**src/rtl/dmacpa_pkg.sv**
```systemverilog
// Package of constants for the channel progress and abort block
package dmacpa_pkg;
  // Register byte offsets
  localparam logic [7:0] OFF_SRC_ADDR   = 8'h00;
  localparam logic [7:0] OFF_DEST_ADDR  = 8'h04;
  localparam logic [7:0] OFF_REMAINING  = 8'h08;
  localparam logic [7:0] OFF_CTRL       = 8'h0C;
  localparam logic [7:0] OFF_ABORT      = 8'h10;
  localparam logic [7:0] OFF_STATUS     = 8'h14;
  // Control field positions
  localparam int CTRL_EN        = 0;
  localparam int CTRL_SRC_STEP  = 1;
  localparam int CTRL_DEST_STEP = 2;
  localparam int CTRL_QUIET     = 3;
  localparam int CTRL_SIZE_LO   = 4;
  localparam int CTRL_RING_LO   = 8;
  localparam int CTRL_RING_DEST = 12;
  localparam int CTRL_IRQ_EN    = 13;
  localparam int CTRL_TRIGGER   = 14;
  // Status field positions
  localparam int ST_BUSY  = 0;
  localparam int ST_INT   = 1;
  localparam int ST_ABORT = 2;
  localparam logic [31:0] CTRL_RESET = 32'h0000_0006;
  localparam logic [1:0]  RESP_OKAY   = 2'b00;
  localparam logic [1:0]  RESP_SLVERR = 2'b10;
  // Channel states
  typedef enum logic [2:0] {
    ST_IDLE  = 3'b001,
    ST_RUN   = 3'b010,
    ST_DRAIN = 3'b100
  } dmacpa_state_type;
endpackage

```
**src/rtl/dmacpa_pipe_if.sv**
```systemverilog
// Interface between the channel core and its in-flight tracker
`timescale 1ns/1ps
interface dmacpa_pipe_if;
  logic       issue;
  logic       done;
  logic       flush;
  logic [3:0] inflight;
  logic       full;
  modport core (output issue, output done, output flush, input inflight, input full);
  modport trk  (input issue, input done, input flush, output inflight, output full);
endinterface

```
**src/rtl/dmacpa_inflight.sv**
```systemverilog
// In-flight transfer counter
`timescale 1ns/1ps
module dmacpa_inflight #(
  parameter int DEPTH = 4
) (
  input  wire logic    clock_i,
  input  wire logic    rst_n_i,
  dmacpa_pipe_if.trk   pipe
);
  // Refuse depths the four-bit counter cannot hold
  if (DEPTH < 1 || DEPTH > 15) begin : g_depth_bad
    $error("DEPTH out of range");
  end
  logic [3:0] cnt_r;
  // Count issues minus completions
  always_ff @(posedge clock_i) begin
    if (!rst_n_i) begin
      cnt_r <= 4'h0;
    end else begin
      case ({pipe.issue, pipe.done && cnt_r != 4'h0})
        2'b10:   cnt_r <= cnt_r + 4'h1;
        2'b01:   cnt_r <= cnt_r - 4'h1;
        default: cnt_r <= cnt_r;
      endcase
    end
  end
  assign pipe.inflight = cnt_r;
  assign pipe.full     = (cnt_r == 4'(DEPTH)) || pipe.flush; // Closed while an abort drains
endmodule

```
**src/rtl/dmacpa_channel.sv**
```systemverilog
// DMA channel with progress read-back and abort
//
// Behaviour
// - Address counters advance when an address enters the bus pipeline.
// - Address read-back subtracts in-flight count times transfer size while running.
// - Adjustment follows actual stepping: none if not stepping, wraps within ring.
// - Remaining-count read-back adds back in-flight transfers.
// - Abort cancels the sequence, including one stalled on a data request.
// - In-flight means issued, write not yet done.
// - Completion after draining sets interrupt flag unless quiet is set or the sequence was aborted.
// - Busy stays high until all in-flight transfers of an abort finish.
`timescale 1ns/1ps
module dmacpa_channel #(
  parameter int DEPTH = 4
) (
  input  wire logic        clock_i,
  input  wire logic        rst_n_i,
  input  wire logic [7:0]  s_axi_awaddr,
  input  wire logic        s_axi_awvalid,
  output logic             s_axi_awready,
  input  wire logic [31:0] s_axi_wdata,
  input  wire logic [3:0]  s_axi_wstrb,
  input  wire logic        s_axi_wvalid,
  output logic             s_axi_wready,
  output logic [1:0]       s_axi_bresp,
  output logic             s_axi_bvalid,
  input  wire logic        s_axi_bready,
  input  wire logic [7:0]  s_axi_araddr,
  input  wire logic        s_axi_arvalid,
  output logic             s_axi_arready,
  output logic [31:0]      s_axi_rdata,
  output logic [1:0]       s_axi_rresp,
  output logic             s_axi_rvalid,
  input  wire logic        s_axi_rready,
  input  wire logic        peripheral_data_request_i,
  output logic [31:0]      bus_read_addr_o,
  output logic [31:0]      bus_write_addr_o,
  output logic             bus_issue_o,
  input  wire logic        bus_read_done_i,
  input  wire logic        bus_write_done_i,
  output logic             irq_o
);
  dmacpa_pipe_if pipe ();
  dmacpa_inflight #(.DEPTH(DEPTH)) dmacpa_inflight_i (
    .clock_i (clock_i),
    .rst_n_i (rst_n_i),
    .pipe    (pipe)
  );

  dmacpa_pkg::dmacpa_state_type state_r;
  logic [31:0] src_r;
  logic [31:0] dest_r;
  logic [31:0] remaining_r;
  logic [31:0] ctrl_r;
  logic        int_r;
  logic        abort_r;
  logic        aw_hold_r;
  logic        w_hold_r;
  logic [7:0]  awaddr_r;
  logic [31:0] wdata_r;
  logic [3:0]  wstrb_r;
  logic        reads_pending_r;
  logic        wr_fire;
  logic        go;
  logic        src_on;
  logic        dest_on;
  logic [31:0] step;
  logic [31:0] lag;
  logic [31:0] ring_mask;
  logic [31:0] wmask;
  logic [31:0] wval;

  // Write strobe mask and merged value
  always_comb begin
    wmask = {{8{wstrb_r[3]}}, {8{wstrb_r[2]}}, {8{wstrb_r[1]}}, {8{wstrb_r[0]}}};
    wval  = wdata_r & wmask;
  end

  // Transfer size, stepping, ring mask
  always_comb begin
    step      = 32'h0000_0001 << ctrl_r[dmacpa_pkg::CTRL_SIZE_LO +: 2];
    src_on    = ctrl_r[dmacpa_pkg::CTRL_SRC_STEP];
    dest_on   = ctrl_r[dmacpa_pkg::CTRL_DEST_STEP];
    ring_mask = (ctrl_r[dmacpa_pkg::CTRL_RING_LO +: 4] == 4'h0) ? 32'hFFFF_FFFF
              : ((32'h0000_0001 << ctrl_r[dmacpa_pkg::CTRL_RING_LO +: 4]) - 32'h0000_0001);
    lag       = 32'(pipe.inflight) * step;
  end

  // Issue when running, request present and pipeline has room
  assign go = (state_r == dmacpa_pkg::ST_RUN) && !abort_r && peripheral_data_request_i
              && !pipe.full && remaining_r != 32'h0000_0000;
  assign pipe.issue = go;
  assign pipe.done  = bus_write_done_i;
  assign pipe.flush = abort_r;

  // AXI write address and data capture, in either order
  assign wr_fire = aw_hold_r && w_hold_r && !s_axi_bvalid;
  always_ff @(posedge clock_i) begin
    if (!rst_n_i) begin
      aw_hold_r     <= 1'b0;
      w_hold_r      <= 1'b0;
      awaddr_r      <= 8'h00;
      wdata_r       <= 32'h0000_0000;
      wstrb_r       <= 4'h0;
      s_axi_awready <= 1'b0;
      s_axi_wready  <= 1'b0;
    end else begin
      s_axi_awready <= !aw_hold_r && !s_axi_awready && s_axi_awvalid;
      s_axi_wready  <= !w_hold_r && !s_axi_wready && s_axi_wvalid;
      if (s_axi_awvalid && s_axi_awready) begin
        aw_hold_r <= 1'b1;
        awaddr_r  <= s_axi_awaddr;
      end else if (wr_fire) begin
        aw_hold_r <= 1'b0;
      end
      if (s_axi_wvalid && s_axi_wready) begin
        w_hold_r <= 1'b1;
        wdata_r  <= s_axi_wdata;
        wstrb_r  <= s_axi_wstrb;
      end else if (wr_fire) begin
        w_hold_r <= 1'b0;
      end
    end
  end

  // Write response
  always_ff @(posedge clock_i) begin
    if (!rst_n_i) begin
      s_axi_bvalid <= 1'b0;
      s_axi_bresp  <= dmacpa_pkg::RESP_OKAY;
    end else if (wr_fire) begin
      s_axi_bvalid <= 1'b1;
      s_axi_bresp  <= (awaddr_r > dmacpa_pkg::OFF_STATUS || awaddr_r[1:0] != 2'b00)
                      ? dmacpa_pkg::RESP_SLVERR : dmacpa_pkg::RESP_OKAY;
    end else if (s_axi_bready) begin
      s_axi_bvalid <= 1'b0;
    end
  end

  // Control register
  always_ff @(posedge clock_i) begin
    if (!rst_n_i) begin
      ctrl_r <= dmacpa_pkg::CTRL_RESET;
    end else if (wr_fire && awaddr_r == dmacpa_pkg::OFF_CTRL) begin
      ctrl_r <= ((ctrl_r & ~wmask) | wval) & ~(32'h0000_0001 << dmacpa_pkg::CTRL_TRIGGER);
    end
  end

  // Channel state and abort handling
  always_ff @(posedge clock_i) begin
    if (!rst_n_i) begin
      state_r <= dmacpa_pkg::ST_IDLE;
      abort_r <= 1'b0;
    end else begin
      case (state_r)
        dmacpa_pkg::ST_IDLE: begin
          abort_r <= 1'b0;
          if (wr_fire && awaddr_r == dmacpa_pkg::OFF_CTRL && wstrb_r[1]
              && wdata_r[dmacpa_pkg::CTRL_TRIGGER] && wdata_r[dmacpa_pkg::CTRL_EN]) begin
            state_r <= dmacpa_pkg::ST_RUN;
          end
        end
        dmacpa_pkg::ST_RUN: begin
          if (wr_fire && awaddr_r == dmacpa_pkg::OFF_ABORT && wstrb_r[0] && wdata_r[0]) begin
            abort_r <= 1'b1;
            state_r <= dmacpa_pkg::ST_DRAIN;
          end else if (remaining_r == 32'h0000_0000 || (go && remaining_r == 32'h0000_0001)) begin
            state_r <= dmacpa_pkg::ST_DRAIN;
          end
        end
        dmacpa_pkg::ST_DRAIN: begin
          // Busy holds until the pipeline is empty
          if (pipe.inflight == 4'h0 && !reads_pending_r) begin
            state_r <= dmacpa_pkg::ST_IDLE;
            abort_r <= 1'b0;
          end
        end
        default: state_r <= dmacpa_pkg::ST_IDLE;
      endcase
    end
  end

  // Tracks issued transfers whose read has not finished
  always_ff @(posedge clock_i) begin
    if (!rst_n_i) begin
      reads_pending_r <= 1'b0;
    end else if (go) begin
      reads_pending_r <= 1'b1;
    end else if (bus_read_done_i) begin
      reads_pending_r <= 1'b0;
    end
  end

  // Address counters advance at issue; the one picked by the ring-dest bit wraps inside the ring
  always_ff @(posedge clock_i) begin
    if (!rst_n_i) begin
      src_r  <= 32'h0000_0000;
      dest_r <= 32'h0000_0000;
    end else if (go) begin
      if (src_on) begin
        src_r <= ctrl_r[dmacpa_pkg::CTRL_RING_DEST] ? src_r + step
               : (src_r & ~ring_mask) | ((src_r + step) & ring_mask);
      end
      if (dest_on) begin
        dest_r <= !ctrl_r[dmacpa_pkg::CTRL_RING_DEST] ? dest_r + step
                : (dest_r & ~ring_mask) | ((dest_r + step) & ring_mask);
      end
    end else if (wr_fire && state_r == dmacpa_pkg::ST_IDLE) begin
      if (awaddr_r == dmacpa_pkg::OFF_SRC_ADDR) src_r <= (src_r & ~wmask) | wval;
      if (awaddr_r == dmacpa_pkg::OFF_DEST_ADDR) dest_r <= (dest_r & ~wmask) | wval;
    end
  end

  // Remaining count decrements at issue
  always_ff @(posedge clock_i) begin
    if (!rst_n_i) begin
      remaining_r <= 32'h0000_0000;
    end else if (go) begin
      remaining_r <= remaining_r - 32'h0000_0001;
    end else if (wr_fire && state_r == dmacpa_pkg::ST_IDLE
                 && awaddr_r == dmacpa_pkg::OFF_REMAINING) begin
      remaining_r <= (remaining_r & ~wmask) | wval;
    end
  end

  // Interrupt flag: hardware set wins over software clear
  always_ff @(posedge clock_i) begin
    if (!rst_n_i) begin
      int_r <= 1'b0;
    end else if (state_r == dmacpa_pkg::ST_DRAIN && pipe.inflight == 4'h0 && !reads_pending_r
                 && !abort_r && !ctrl_r[dmacpa_pkg::CTRL_QUIET]) begin
      int_r <= 1'b1;
    end else if (wr_fire && awaddr_r == dmacpa_pkg::OFF_STATUS && wstrb_r[0]
                 && wdata_r[dmacpa_pkg::ST_INT]) begin
      int_r <= 1'b0;
    end
  end

  // Interrupt output gated by enable
  always_ff @(posedge clock_i) begin
    if (!rst_n_i) begin
      irq_o <= 1'b0;
    end else begin
      irq_o <= int_r && ctrl_r[dmacpa_pkg::CTRL_IRQ_EN];
    end
  end

  // Pipeline-side outputs
  always_ff @(posedge clock_i) begin
    if (!rst_n_i) begin
      bus_issue_o      <= 1'b0;
      bus_read_addr_o  <= 32'h0000_0000;
      bus_write_addr_o <= 32'h0000_0000;
    end else begin
      bus_issue_o      <= go;
      bus_read_addr_o  <= src_r;
      bus_write_addr_o <= dest_r;
    end
  end

  // Read channel with in-flight correction
  always_ff @(posedge clock_i) begin
    if (!rst_n_i) begin
      s_axi_arready <= 1'b0;
      s_axi_rvalid  <= 1'b0;
      s_axi_rdata   <= 32'h0000_0000;
      s_axi_rresp   <= dmacpa_pkg::RESP_OKAY;
    end else begin
      s_axi_arready <= !s_axi_arready && !s_axi_rvalid && s_axi_arvalid;
      if (s_axi_arvalid && s_axi_arready) begin
        s_axi_rvalid <= 1'b1;
        s_axi_rresp  <= dmacpa_pkg::RESP_OKAY;
        case (s_axi_araddr)
          dmacpa_pkg::OFF_SRC_ADDR:
            s_axi_rdata <= !src_on ? src_r
              : ctrl_r[dmacpa_pkg::CTRL_RING_DEST] ? src_r - lag
              : (src_r & ~ring_mask) | ((src_r - lag) & ring_mask);
          dmacpa_pkg::OFF_DEST_ADDR:
            s_axi_rdata <= !dest_on ? dest_r
              : !ctrl_r[dmacpa_pkg::CTRL_RING_DEST] ? dest_r - lag
              : (dest_r & ~ring_mask) | ((dest_r - lag) & ring_mask);
          dmacpa_pkg::OFF_REMAINING: s_axi_rdata <= remaining_r + 32'(pipe.inflight);
          dmacpa_pkg::OFF_CTRL:      s_axi_rdata <= ctrl_r;
          dmacpa_pkg::OFF_ABORT:     s_axi_rdata <= {31'h0, abort_r};
          dmacpa_pkg::OFF_STATUS:
            s_axi_rdata <= {29'h0, abort_r, int_r, state_r != dmacpa_pkg::ST_IDLE};
          default: begin
            s_axi_rdata <= 32'h0000_0000;
            s_axi_rresp <= dmacpa_pkg::RESP_SLVERR;
          end
        endcase
      end else if (s_axi_rready) begin
        s_axi_rvalid <= 1'b0;
      end
    end
  end
endmodule

```
**config.mk**
```make
export PLATFORM = sky130hd
export DESIGN_NAME = dmacpa_channel
export DESIGN_NICKNAME = d
export VERILOG_FILES = /design/src/rtl/dmacpa_pkg.sv /design/src/rtl/dmacpa_pipe_if.sv /design/src/rtl/dmacpa_inflight.sv /design/src/rtl/dmacpa_channel.sv
export SDC_FILE = /design/constraint.sdc
export NUM_CORES = 1
export LEC_CHECK = 0
export BUFFER_PORTS_ARGS = -buffer_cell sky130_fd_sc_hd__clkbuf_2
export CELL_PAD_IN_SITES_DETAIL_PLACEMENT = 0
export CELL_PAD_IN_SITES_GLOBAL_PLACEMENT = 1
export CORE_MARGIN = 2
export CORE_UTILIZATION = 40
export DETAILED_ROUTE_END_ITERATION = 6
export PLACE_DENSITY = 0.78
export SYNTH_ARGS = -nofsm -noshare
export SYNTH_HDL_FRONTEND = slang
export SYNTH_SLANG_ARGS = --single-unit
```
**constraint.sdc**
```tcl
create_clock -name clock_i -period 7 [get_ports clock_i]
set_clock_uncertainty 0.15 [all_clocks]
set_input_delay 1.4 -clock clock_i [delete_from_list [all_inputs] [get_ports clock_i]]
set_output_delay 1.4 -clock clock_i [all_outputs]
set_load 0.1 [all_outputs]
```
### After elaboration in Yosys (flattened, before gate mapping)

Index checks and enable logic that the tools add are counted.
Widths: inputs -> output; s select.

| operators by class | value |
|---|---|
| $lt $le $gt $ge | 1 |
| reductions and logical operators | 74 |
| shifts and indexed selects | 2 |
| add/subtract/negate cells | 9 |
| bitwise operators | 21 |
| mux-type cells | 40 |
| divide/modulo/power cells | 0 |
| equality and inequality tests | 24 |
| $mul | 1 |

Operators with widths:

| cell | count |
|---|---|
| $mux 32 | 17 |
| $and 32x32->32 | 11 |
| $or 32x32->32 | 8 |
| $pmux 32 s6 | 1 |
| $add 32x32->32 | 2 |
| $not 32->32 | 2 |
| $sub 32x1->32 const B | 2 |
| $sub 32x32->32 | 2 |
| $logic_and 1x1->1 | 35 |
| $add 32x4->32 | 1 |
| $eq 32x1->1 const B | 1 |
| $eq 8x4->1 const B | 4 |
| $eq 8x5->1 const B | 4 |
| $logic_not 32->1 | 1 |
| $mul 4x32->32 | 1 |
| $reduce_bool 32->1 | 1 |
| $shl 1x2->32 const A | 1 |
| $shl 1x4->32 const A | 1 |
| $reduce_bool 2->1 | 12 |
| $eq 8x3->1 const B | 2 |
| $logic_not 8->1 | 2 |
| $mux 1 | 13 |
| $mux 3 | 4 |
| $reduce_and 3->1 | 4 |
| other kinds (22) | 40 |

| storage, ports and cells | value |
|---|---|
| memory bits (read-only) | 0 |
| bits in latches | 0 |
| output and inout port bits | 107 |
| RAM bits | 0 |
| register bits after elaboration | 290 |
| word-level logic and storage cells | 198 |
| memories | 0 |

### Depth between registers and ports, before layout

| depth | value |
|---|---|
| word-level depth | 10 |
| depth in mapped cells | 23 |
| gate-level depth less buffers | 21 |

### Modules after synthesis

Synthesis repeated with hierarchy kept, for this count alone.

| second synthesis, totals | value |
|---|---|
| cells, all modules | 2293 |
| area total of the unflattened synthesis | 17571.9 um^2 |

Modules (own cells, without submodules):

| module | instances | cells an instance | area each (um^2) |
|---|---|---|---|
| dmacpa_channel | 1 | 2260 | 17261.6 |
| dmacpa_inflight | 1 | 33 | 310.3 |

### Worst setup path after synthesis

No wires, ideal clock.

| timing path | value |
|---|---|
| kind | flip-flop to flip-flop |
| start | reg with a tool-made name |
| end | reg s_axi_rdata[25] |
| cell stages (with the launch flop) | 24 |
| arrival time | 5320 ps |
| buffers on the path | 2 |
| period minus slack after synthesis | 5591 ps |
| path slack | 1409 ps |
| cells stage by stage | dfxtp_1 > clkbuf_1 > nor2b_1 > nand2_1 > fa_1 > inv_1 > fa_1 > inv_1 > fa_1 > nor2b_1 > o21ai_0 > nand2b_1 > a21o_1 > nand2_1 > ha_1 > nor4b_4 > nand2_1 > or3_1 > clkbuf_1 > or4_1 > a21oi_1 > xnor2_1 > nor2_1 > o311a_1 |

RTL lines:

| element | line | RTL |
|---|---|---|
| to (signal assigned) | dmacpa_channel.sv:275 | `s_axi_rdata <= !src_on ? src_r` |
| to (signal assigned) | dmacpa_channel.sv:279 | `s_axi_rdata <= !dest_on ? dest_r` |
| to (signal assigned) | dmacpa_channel.sv:282 | `dmacpa_pkg::OFF_REMAINING: s_axi_rdata <= remaining_r + 32'(pipe.inflight);` |
| to (decl) | dmacpa_channel.sv:31 | `output logic [31:0] s_axi_rdata,` |

==> key figures <==
Drt
  – Routed WL per cell: 23.96 µm
  – Met2 WL: 29,690 µm
  – WL final: 71,260 µm
  – Iteration-0 DRC Markers: 2,188
  – M1 WL: 31,590 µm
  – Pre-Repair DR Iteration Count: 7
  – Detail Route Antenna Nets: 0
  – Top Metal Used: met4
  – DR vias: 18,260
  – Post-route DRC: 5
  – Met3 wire length: 7761 µm
  – Vias/cell: 6.139

Synthesis
  – Distinct cell type count after synthesis: 108
  – Mean area per synthesized cell: 7.829 µm²
  – Flop and latch count out of synthesis: 288
  – Top-area cell type share of the netlist area: 32.16%
  – Largest area contributor in the netlist: dfxtp_1
  – Synthesized area: 17,930 µm²
  – Post-synth EDFFs: 0
  – Post-Syn Instances: 2,290
  – Ys flop type: dfxtp_1
  – Register area share after synthesis: 32.16%
  – Async SR Flop Fraction: 0%
  – YS warnings: 0
  – Top cells by area, synth: dfxtp_1 32%, a21oi_1 6.8%, nand2_1 6.2%

Global routing
  – Global route overflow: 0
  – Antenna violations before repair: 0
  – First-pass GRT wire length: 107,200 µm
  – Number of global-route vias before repair: 17,110
  – Largest net degree at the start of global routing: 93
  – Total track usage: 29.94%

Clocking
  – Clk slew on worst S/H paths: 60 ps
  – Root buffer cell: clkbuf_16
  – Cts hold-fix bufs: 0
  – Clock Latency Late Sink: 560 ps
  – Post-CTS Resized: 0
  – Number of buffers inserted during clock tree synthesis: 35
  – Postcts setup bufs: 0
  – TritonCTS sink count: 288
  – CTS tree: yes
  – H-Tree Depth: 2
  – Max Root-Sink Buffers: 3

Status
  – Outcome: finished, violations left
  – Failing checks: design-rule violations

Timing
  – Final setup fails: 0
  – Fin crit period: 6215 ps
  – Max-slew violations: 0
  – Final setup margin: 785.3 ps
  – Final hold slack: 303.4 ps
  – F_max: 0.1609 GHz
  – Slew of the pin with the lowest slew margin: 1128 ps
  – RSZ-0062 raised after global routing: no
  – Fin. Hold Viols: 0
  – Crit share post-route: 88.78%
  – Setup tns final: 0 ps
  – Slew Limit Headroom: 24.82%

Critical path
  – Critical Path AT: 6490 ps
  – R2r worst-path depth: 20
  – Crit path kind: reg -> reg
  – CP max FO: 13
  – CP Capture Type: flip-flop
  – Worst endpoint required time: 7280 ps
  – CP startpoint kind: flip-flop

Pwr
  – Pwr Total: 0.003745 W
  – Peak supply drop: 0.0001437 V
  – Power per Cell Area: 184.7 nW/µm²
  – Leak pwr: 7.880 nW

Cells and area
  – Final #Nets: 2,476
  – Antenna cell count: 0
  – Area Growth Syn to Fin: 13.10%
  – Share of layout cells above drive strength 1: 14.78%
  – Fin cells: 2,974
  – Fillers: 4,473

Flow run
  – Max-cap violations: 0

Placement
  – PortBufs: 166
  – Placed cells: 2,911
  – Final GP Congestion: 1.011
  – DP HPWL: 52,520 µm
  – Pre-CTS WS: 893.2 ps

Floorplanning
  – Die height: 215.7 µm
  – Initial Util: 40.54%
  – Die X: 215.7 µm
  – Row count: 77
  – Core area: 44,220 µm²
  – Die area: 46,530 µm²
  – Ports: 169

Min path
  – Hold path depth: 2
  – Worst Hold Class: reg -> reg
-- synth_stat cells (11+ instances only) --
library cell and instances:
a211oi_1 19, a21o_1 20, a21oi_1 245, a221oi_1 20, a22oi_1 17, a311oi_1 15
a31oi_1 38, and2_1 80, and3_1 35, buf_1 11, buf_2 27, buf_4 11
clkbuf_1 123, dfxtp_1 288, ha_1 48, inv_1 45, nand2_1 296, nand2b_1 26
nand3_1 119, nand3b_1 12, nand4_1 21, nor2_1 112, nor2b_1 17, nor3_1 69
nor4_1 20, o211ai_1 13, o21a_1 13, o21ai_0 126, o21ai_1 13, o31ai_1 15
or2_2 11, or3_1 24, or4_1 11, xnor2_1 53, xor2_1 46
-- cells by family (layout without fill, tap and decap cells) --
kind of cell | Yosys count | count (layout) | synth area share, %
adders and majority gates | 62 | 62 | 4.746
DFF | 288 | 288 | 32.16
buffers and inverters | 227 | 318 | 5.513
AOI/OAI and AO/OA | 689 | 689 | 25.71
muxes | 13 | 13 | 0.7467
and+or+nand+nor | 911 | 911 | 26.27
xor gates and xnor gates | 99 | 99 | 4.836
other | 1 | 2 | 0.02092
-- metal layers --
layer | global-route usage [%] | vias to the layer above
met5 | 0 | -
met4 | 10.46 | 0
met3 | 7.653 | 132
met2 | 43.53 | 927
met1 | 42.62 | 8737
li1 | - | 8461
-- path summary, 6_finish.rpt --
| path | start | end | slack [ps] |
|---|---|---|---|
| max | flip-flop | s_axi_rdata[22]$_SDFFE_PN0P_ | 790 |
| min | awaddr_r[0]$_SDFFE_PN0P_ | awaddr_r[0]$_SDFFE_PN0P_ | 300 |
| max reg2reg | flip-flop | s_axi_rdata[22]$_SDFFE_PN0P_ | 790 |
| min reg2reg | awaddr_r[0]$_SDFFE_PN0P_ | awaddr_r[0]$_SDFFE_PN0P_ | 300 |
-- area by class of cell --
type	instances	area, µm²	share of cell area (%)
clock buffers	47	1011	4.986
clock inverters	16	216.5	1.068
inverters	47	182.7	0.9009
multi-input cells	1776	11210	55.29
flip-flops and latches	288	5766	28.43
well taps	592	740.7	3.653
repair buffers	208	1149	5.665
-- where the power goes --
part	internal [W]	switching, W	total (W)	leakage [nW]
logic	0.0000294	0.0000869	0.000116	4.95
registers	0.00165	0.0000191	0.00167	2.32
clock network	0.00117	0.000791	0.00196	0.606
total	0.00285	0.000897	0.00375	7.88
-- per-stage QoR --
| step | area, µm² | util (%) |
|---|---|---|
| after detailed placement | 19050 | 43.08 |
| after global routing | 20280 | 45.85 |
| after CTS | 20280 | 45.85 |
| after global placement | 19050 | 43.08 |
| final | 20280 | 45.85 |
| after floorplan | 17930 | - |
-- worst max-delay path, stage by stage, from the launching register on --
cell	delay (ps)
dfxtp_1	530
nor2b_1	610
nand2_1	170
fa_1	530
inv_1	60
fa_1	560
inv_1	60
fa_1	450
nor2b_1	110
o21ai_0	80
nand2b_1	150
xnor2_1	110
ha_1	250
or3_1	370
o21ai_0	90
a21oi_1	100
maj3_4	450
a211oi_4	620
nand2b_1	190
a21oi_1	70
o311a_1	380
-- layout by cell type, fill, tap and decap left out, types with 21 or more instances in the layout --
| cell | synthesis | routed |
|---|---|---|
| a21oi_1 | 245 | 245 |
| a31oi_1 | 38 | 38 |
| and2_1 | 80 | 80 |
| and3_1 | 35 | 35 |
| buf_4 | 11 | 43 |
| clkbuf_16 | 0 | 35 |
| clkbuf_2 | 0 | 165 |
| dfxtp_1 | 288 | 288 |
| ha_1 | 48 | 48 |
| inv_1 | 45 | 45 |
| nand2_1 | 296 | 295 |
| nand2b_1 | 26 | 26 |
| nand3_1 | 119 | 119 |
| nand4_1 | 21 | 21 |
| nor2_1 | 112 | 112 |
| nor3_1 | 69 | 68 |
| o21ai_0 | 126 | 126 |
| or3_1 | 24 | 24 |
| xnor2_1 | 53 | 53 |
| xor2_1 | 46 | 46 |
(Power assumes the default switching activity.)
